==> src/logic/lpdcs_consts.svh <==
// Constants for the low-power command watcher
`ifndef LPDCS_CONSTS_SVH
`define LPDCS_CONSTS_SVH
`define LPDCS_CPDED_CYCLES 2
`define LPDCS_STABLE_CYCLES 2
`define LPDCS_XP_CYCLES 3
`define LPDCS_IDLE_TIMEOUT 16
`endif

==> src/logic/lpdcs_pkg.sv <==
// Types for the low-power command watcher
`default_nettype none
package lpdcs_pkg;
  typedef enum logic [4:0] {
    LPDCS_ACTIVE = 5'b00001,
    LPDCS_DPD_ENTRY = 5'b00010,
    LPDCS_DPD = 5'b00100,
    LPDCS_UNINIT = 5'b01000,
    LPDCS_WAKE = 5'b10000
  } lpdcs_state_e;
endpackage : lpdcs_pkg
`default_nettype wire

==> src/logic/lpdcs_sync.sv <==
// Two-flop synchroniser for one pin
`timescale 1ns/1ns
`default_nettype none
module lpdcs_sync (
  // Clock and reset
  input wire logic clk_in,
  input wire logic reset_in,
  // Pin and synchronised level
  input wire logic pin_in,
  output logic level_out
);
  logic meta_q;
  always_ff @(posedge clk_in) begin
    if (reset_in) begin
      meta_q <= 1'b0;
      level_out <= 1'b0;
    end else begin
      meta_q <= pin_in;
      level_out <= meta_q;
    end
  end
endmodule : lpdcs_sync
`default_nettype wire

==> src/logic/lpdcs_top.sv <==
// Deep power-down, clock change and NOP command watcher
`timescale 1ns/1ns
`default_nettype none
`include "lpdcs_consts.svh"
// How it works
// - DPD entry: CKE sampled low, CS low, CA0 high, CA1 high, CA2 low.
// - Array contents are discarded on DPD entry.
// - In DPD, inputs except CKE, outputs and internal power are off.
// - Command receivers switch off only after tCPDED elapses.
// - DPD exits when CKE sampled high at a rising link clock edge.
// - Ready after CKE-high clock restart: 2 clocks plus exit latency.
// - NOP is CS high, or CS low with CA0..CA2 high.
// - NOP valid only when CKE equal this cycle and the previous.
// - A NOP never aborts an operation in progress.
module lpdcs_top
  import lpdcs_pkg::*;
#(
  parameter int IDLE_TIMEOUT = `LPDCS_IDLE_TIMEOUT
) (
  // Clock and reset
  input wire logic clk_in,
  input wire logic reset_in,
  // Command pins from the controller
  input wire logic ck_in,
  input wire logic cke_in,
  input wire logic cs_n_in,
  input wire logic [2:0] ca_in,
  // Initialization done strobe from the init sequencer
  input wire logic init_done_in,
  // Status
  output logic in_dpd_out,
  output logic rx_enable_out,
  output logic core_power_out,
  output logic data_valid_out,
  output logic ready_out,
  output logic nop_out,
  output logic clock_stopped_out
);
  logic ck_s, cke_s, cs_n_s, ca0_s, ca1_s, ca2_s;
  logic ck_prev_q, cke_prev_q;
  logic [1:0] cpded_q;
  logic [1:0] stable_q;
  logic [3:0] wake_q;
  logic [7:0] idle_q;
  lpdcs_state_e state_q, state_d;

  lpdcs_sync u_ck (
    .clk_in(clk_in),
    .reset_in(reset_in),
    .pin_in(ck_in),
    .level_out(ck_s)
  );
  lpdcs_sync u_cke (
    .clk_in(clk_in),
    .reset_in(reset_in),
    .pin_in(cke_in),
    .level_out(cke_s)
  );
  lpdcs_sync u_cs (
    .clk_in(clk_in),
    .reset_in(reset_in),
    .pin_in(cs_n_in),
    .level_out(cs_n_s)
  );
  lpdcs_sync u_ca0 (
    .clk_in(clk_in),
    .reset_in(reset_in),
    .pin_in(ca_in[0]),
    .level_out(ca0_s)
  );
  lpdcs_sync u_ca1 (
    .clk_in(clk_in),
    .reset_in(reset_in),
    .pin_in(ca_in[1]),
    .level_out(ca1_s)
  );
  lpdcs_sync u_ca2 (
    .clk_in(clk_in),
    .reset_in(reset_in),
    .pin_in(ca_in[2]),
    .level_out(ca2_s)
  );

  // Pins only mean something at a rising link clock edge
  wire ck_rise = ck_s & ~ck_prev_q;
  wire dpd_cmd = ~cke_s & cke_prev_q & ~cs_n_s & ca0_s & ca1_s & ~ca2_s;
  wire nop_enc = cs_n_s | (ca0_s & ca1_s & ca2_s);
  wire nop_valid = nop_enc & (cke_s == cke_prev_q);
  // exit on CKE high at an edge
  wire dpd_exit = cke_s & ck_rise;
  wire idle_full = (idle_q == IDLE_TIMEOUT[7:0]);
  wire stable_ok = (stable_q == 2'(`LPDCS_STABLE_CYCLES));
  wire wake_done = (wake_q == 4'(`LPDCS_STABLE_CYCLES + `LPDCS_XP_CYCLES));

  always_comb begin
    state_d = state_q;
    case (state_q)
      LPDCS_ACTIVE: begin
        if (ck_rise && dpd_cmd) begin
          state_d = LPDCS_DPD_ENTRY;
        // Any stop, CKE high or low, waits out the exit latency
        end else if (idle_full) begin
          state_d = LPDCS_WAKE;
        end
      end
      LPDCS_DPD_ENTRY: begin
        if (ck_rise && cpded_q == 2'(`LPDCS_CPDED_CYCLES - 1)) begin
          state_d = LPDCS_DPD;
        end
      end
      LPDCS_DPD: begin
        if (dpd_exit) begin
          state_d = LPDCS_UNINIT;
        end
      end
      LPDCS_UNINIT: begin
        // normal use only after init completes
        if (init_done_in) begin
          state_d = LPDCS_ACTIVE;
        end
      end
      LPDCS_WAKE: begin
        if (wake_done && cke_s) begin
          state_d = LPDCS_ACTIVE;
        end
      end
      default: state_d = LPDCS_ACTIVE;
    endcase
  end

  always_ff @(posedge clk_in) begin
    if (reset_in) begin
      ck_prev_q <= 1'b0;
      cke_prev_q <= 1'b0;
      state_q <= LPDCS_UNINIT;
    end else begin
      ck_prev_q <= ck_s;
      if (ck_rise) begin
        cke_prev_q <= cke_s;
      end
      state_q <= state_d;
    end
  end

  // Counts link edges; a stopped clock stops them
  always_ff @(posedge clk_in) begin
    if (reset_in || state_q != LPDCS_DPD_ENTRY) begin
      cpded_q <= 2'h0;
    end else if (ck_rise) begin
      cpded_q <= cpded_q + 2'h1;
    end
  end

  // Idle count detects a stopped clock in local cycles
  always_ff @(posedge clk_in) begin
    if (reset_in || ck_s != ck_prev_q) begin
      idle_q <= 8'h00;
    end else if (!idle_full) begin
      idle_q <= idle_q + 8'h01;
    end
  end

  // stable edge count since the clock restarted
  always_ff @(posedge clk_in) begin
    if (reset_in || idle_full) begin
      stable_q <= 2'h0;
    end else if (ck_rise && !stable_ok) begin
      stable_q <= stable_q + 2'h1;
    end
  end

  // wake latency counted in link edges after restart
  always_ff @(posedge clk_in) begin
    if (reset_in || state_q != LPDCS_WAKE || idle_full) begin
      wake_q <= 4'h0;
    end else if (ck_rise && !wake_done) begin
      wake_q <= wake_q + 4'h1;
    end
  end

  always_ff @(posedge clk_in) begin
    if (reset_in) begin
      in_dpd_out <= 1'b0;
      rx_enable_out <= 1'b1;
      core_power_out <= 1'b1;
      data_valid_out <= 1'b0;
      ready_out <= 1'b0;
      nop_out <= 1'b0;
      clock_stopped_out <= 1'b0;
    end else begin
      in_dpd_out <= (state_d == LPDCS_DPD);
      // buffers and power off in DPD
      rx_enable_out <= (state_d != LPDCS_DPD);
      core_power_out <= (state_d != LPDCS_DPD);
      if (state_d == LPDCS_DPD_ENTRY) begin
        data_valid_out <= 1'b0;
      end else if (state_q == LPDCS_UNINIT && init_done_in) begin
        data_valid_out <= 1'b1;
      end
      ready_out <= (state_d == LPDCS_ACTIVE) && stable_ok;
      // NOP is flagged only, no state is touched
      // nothing decoded once receivers are off
      nop_out <= ck_rise && nop_valid && (state_d != LPDCS_DPD);
      clock_stopped_out <= idle_full;
    end
  end
endmodule : lpdcs_top
`default_nettype wire

==> config.mk <==
export PLATFORM = sky130hd
export DESIGN_NAME = lpdcs_top
export DESIGN_NICKNAME = d
export VERILOG_FILES = /design/src/logic/lpdcs_pkg.sv /design/src/logic/lpdcs_sync.sv /design/src/logic/lpdcs_top.sv
export VERILOG_INCLUDE_DIRS = /design/src /design/src/logic
export SDC_FILE = /design/constraint.sdc
export NUM_CORES = 1
export LEC_CHECK = 0
export ABC_AREA = 1
export BUFFER_PORTS_ARGS = -buffer_cell sky130_fd_sc_hd__buf_2
export CORE_MARGIN = 2
export CORE_UTILIZATION = 34
export CTS_CLUSTER_DIAMETER = 80
export DETAILED_ROUTE_END_ITERATION = 16
export PLACE_DENSITY_LB_ADDON = 0.25
export SETUP_SLACK_MARGIN = 0.05
export SLEW_MARGIN = 20
export SYNTH_ARGS = -nofsm -noshare
export SYNTH_HDL_FRONTEND = slang
export SYNTH_SLANG_ARGS = --single-unit
==> constraint.sdc <==
create_clock -name clk_in -period 1.6 [get_ports clk_in]
set_clock_uncertainty 0.05 [all_clocks]
set_input_delay 0.48 -clock clk_in [delete_from_list [all_inputs] [get_ports clk_in]]
set_output_delay 0.48 -clock clk_in [all_outputs]
set_load 0.005 [all_outputs]
==> summary.md <==
| Metric | Value |
|---|---|
| Layout overhead on the synthesized area | `14.4%` |
| Total of warnings raised by yosys | `0` |
| Top cell types by occurrence after synthesis | `sky130_fd_sc_hd__dfxtp_1 (41), sky130_fd_sc_hd__inv_1 (36), sky130_fd_sc_hd__nand2_1 (36)` |
| Total negative slack for setup checks | `0 ns` |
| Clock Tree Root | `sky130_fd_sc_hd__clkbuf_8` |
| Number of standard-cell rows in the floorplan | `26` |
| Wire per inst | `8.92 um` |
| Instance count along the most critical hold path | `3` |
| Number of remaining DRC errors | `0` |
| Library cell with the highest instance count after synthesis | `sky130_fd_sc_hd__dfxtp_1` |
| Cell count after synthesis | `227` |
| Distinct cell type count of the synthesized netlist | `28` |
| Count of filler cells inserted in the layout | `546` |
| # port buffers | `15` |
| Ratio of cells with drive above 1 in the final layout | `22.1%` |
| Outcome | `finished, final reports clean` |
| Inserted Clock Buffers | `5` |
| Headroom to the max-slew limit | `82.6%` |
| Critical Setup Path Class | `flop to flop` |
| HPWL reported at the end of detailed placement | `2180 um` |
| Max FO, Critical Path | `8` |
| Fraction of the yosys area taken by sequential cells | `45.7%` |
| Routability congestion estimate | `0.745` |
| # H-tree levels | `2` |
| Setup repair after global routing missed its margin | `no` |
| TritonRoute pass-1 iters | `4` |
| Initial antenna violation count | `0` |
| Number of synthesized flops with an enable pin | `0` |
| Arrival time of data at the critical path endpoint | `1.55 ns` |
| Global-route congestion overflow total | `0` |
| Vert. Die Dim | `76.7 um` |
| Depth of the worst register-to-register path | `9` |
| Worst Setup Start Kind | `flop` |
| Die Area | `5890 um2` |
| Critical path startpoint | `idle_q[1]` |
| Peak ir drop on the vdd network | `0.499 mV` |
| Final Max Slew Viols | `0` |
| Starting density of the core | `35.2%` |
| Worst Min Path Start | `cs_n_in` |
| Clock insertion delay at the later pin of the skew report | `0.29 ns` |
| Register clock-pin slew on the reported worst setup and hold paths | `0.09 ns` |
| Vias in the first global route | `1,223` |
| TritonCTS clock tree | `yes` |
| Maximum clock insertion buffer count | `2` |
| Final cycle utilization of the critical path | `88.0%` |
| Number of instances resized during post-cts repair | `0` |
| Shortest clock period the worst path allows after layout | `1.41 ns` |
| Clock net sink count | `41` |
| Post-synthesis async set-or-reset flop share | `0%` |
| Power Dens Cells | `948 nW/um2` |
| Post-layout net count | `265` |
| Worst hold slack | `0.330 ns` |
| Syn Std Cell Area | `1800 um2` |
| Final standard cell area without fillers | `2060 um2` |
| Final Util | `40.3%` |
| Area of the multi-input gates | `796 um2` |
| I/O pins | `16` |
| Post-Route WL | `2850 um` |
| FMAX | `0.711 GHz` |
| Average cell area after synthesis | `7.92 um2` |
| Leakage power figure | `0.000909 uW` |
| Yosys reg bits | `41` |
| Cell types occupying the most area after synthesis | `sky130_fd_sc_hd__dfxtp_1 (46%), sky130_fd_sc_hd__inv_1 (7.5%), sky130_fd_sc_hd__nand2_1 (7.5%), sky130_fd_sc_hd__nor2_1 (6.5%), sky130_fd_sc_hd__ha_1 (5.6%)` |
| Number of vias per cell after detailed routing | `4.05` |
| Net Count, Synth | `244` |
| Pin count of the biggest net entering global routing | `17` |
| Launching point of the worst reg2reg path | `idle_q[1]` |
| Placed inst area | `1960 um2` |
| Leading register cell type out of synthesis | `sky130_fd_sc_hd__dfxtp_1` |
| First-pass GRT wire length | `5130 um` |
| Hold Path Class | `input pin to flop` |
| Data required time at the worst endpoint | `1.74 ns` |
| Count of final hold-check violations | `0` |
| Antenna viol nets, final | `0` |
| Number of hold buffers added after CTS | `0` |
| Endpoint kind of the worst setup timing path | `flop` |
| Detailed-route via count | `1,293` |
| Total global routing track utilization | `10.8%` |
| Horizontal die dimension | `76.7 um` |
| Transition time at the pin with the least slew margin | `0.260 ns` |
| Total setup violations reported at the end of the flow | `0` |
| Max-cap check violation count | `0` |
| Post-CTS repair timing setup buffer count | `0` |
| Count of inserted antenna diode cells | `0` |
| Sequential standard cell area | `821 um2` |
| Core Footprint | `5110 um2` |
| Cell type contributing the most total cell area after synthesis | `sky130_fd_sc_hd__dfxtp_1` |
| First DRT Iteration DRCs | `34` |
| Yosys top cell area share | `45.7%` |
[sequential cells by signal (all words and copies together) (netlist names), 2 cells and up]
register and count:
cpded_q 2, idle_q 8, state_q 5, wake_q 4
stable_q 2
[final timing paths]
check	to	slack (ns)
setup / recovery	ready_out	0.19
setup reg to reg	ready_out	0.19
hold reg to reg	u_ca0.level_out	0.36
hold / removal	u_cs.meta_q	0.33
[power by group]
part,internal (uW),switching [uW],leakage [uW]
logic,59.3,90.6,0.000524
registers,1050,19.1,0.000335
clock network,329,400,0.0000511
[layout by cell type, fill, tap and decap left out, drive strengths merged, types with 4 or more instances in the layout]
master / Yosys / layout
buf: 3 / 18
nand3: 11 / 11
nor3: 4 / 4
or2: 4 / 4
a21oi: 11 / 11
inv: 42 / 45
ha: 8 / 8
nand2: 41 / 41
nor2: 42 / 42
o21ai: 6 / 6
dfxtp: 41 / 41
xor2: 5 / 5
clkbuf: 1 / 5
[layer usage]
layer | routed length (um) | vias up | track usage (%)
met3 | 77 | 2 | 2.94
met4 | 34 | 0 | 4.36
li1 | - | 733 | -
met5 | 0 | - | 0
met2 | 1170 | 14 | 16.1
met1 | 1570 | 544 | 14.6
[kinds of logic (layout without fill, tap and decap cells)]
group | count (synthesis) | count (layout) | synth area share (%)
AND/OR/NAND/NOR | 105 | 105 | 29.2
buffers and inverters | 46 | 68 | 10.1
flip-flops | 41 | 41 | 45.7
AO/OA/AOI/OAI | 21 | 21 | 6.54
adder cells (fa/ha/maj) | 8 | 8 | 5.57
XOR/XNOR | 6 | 6 | 2.92
[cell type report]
cell class / count / area share, %
Tap cell: 70 / 4.26
Clock buffer: 5 / 3.35
Clock inverter: 3 / 1.40
Sequential cell: 41 / 39.9
Timing Repair Buffer: 18 / 4.74
Inverter: 42 / 7.66
Multi-Input combinational cell: 140 / 38.7
[metrics by stage]
step           instances  worst slack (ns)  power [uW]
2_1_floorplan        227             0.320        1210
3_3_place_gp         311             0.141        1250
3_5_place_dp         311             0.155        1250
4_1_cts              319             0.195        1980
5_1_grt              319            0.0506        2060
6_report             319             0.193        1950
[worst max-delay path: stages (launching register included)]
cell,delay (ns)
sky130_fd_sc_hd__dfxtp_1,0.34
sky130_fd_sc_hd__inv_1,0.09
sky130_fd_sc_hd__ha_1,0.16
sky130_fd_sc_hd__nand3_2,0.13
sky130_fd_sc_hd__nor2_8,0.21
sky130_fd_sc_hd__nor2_2,0.06
sky130_fd_sc_hd__nor2_1,0.09
sky130_fd_sc_hd__nand2_1,0.07
sky130_fd_sc_hd__nand2_2,0.08
sky130_fd_sc_hd__nor2_2,0.03
Power figures use the tool's default switching activity.
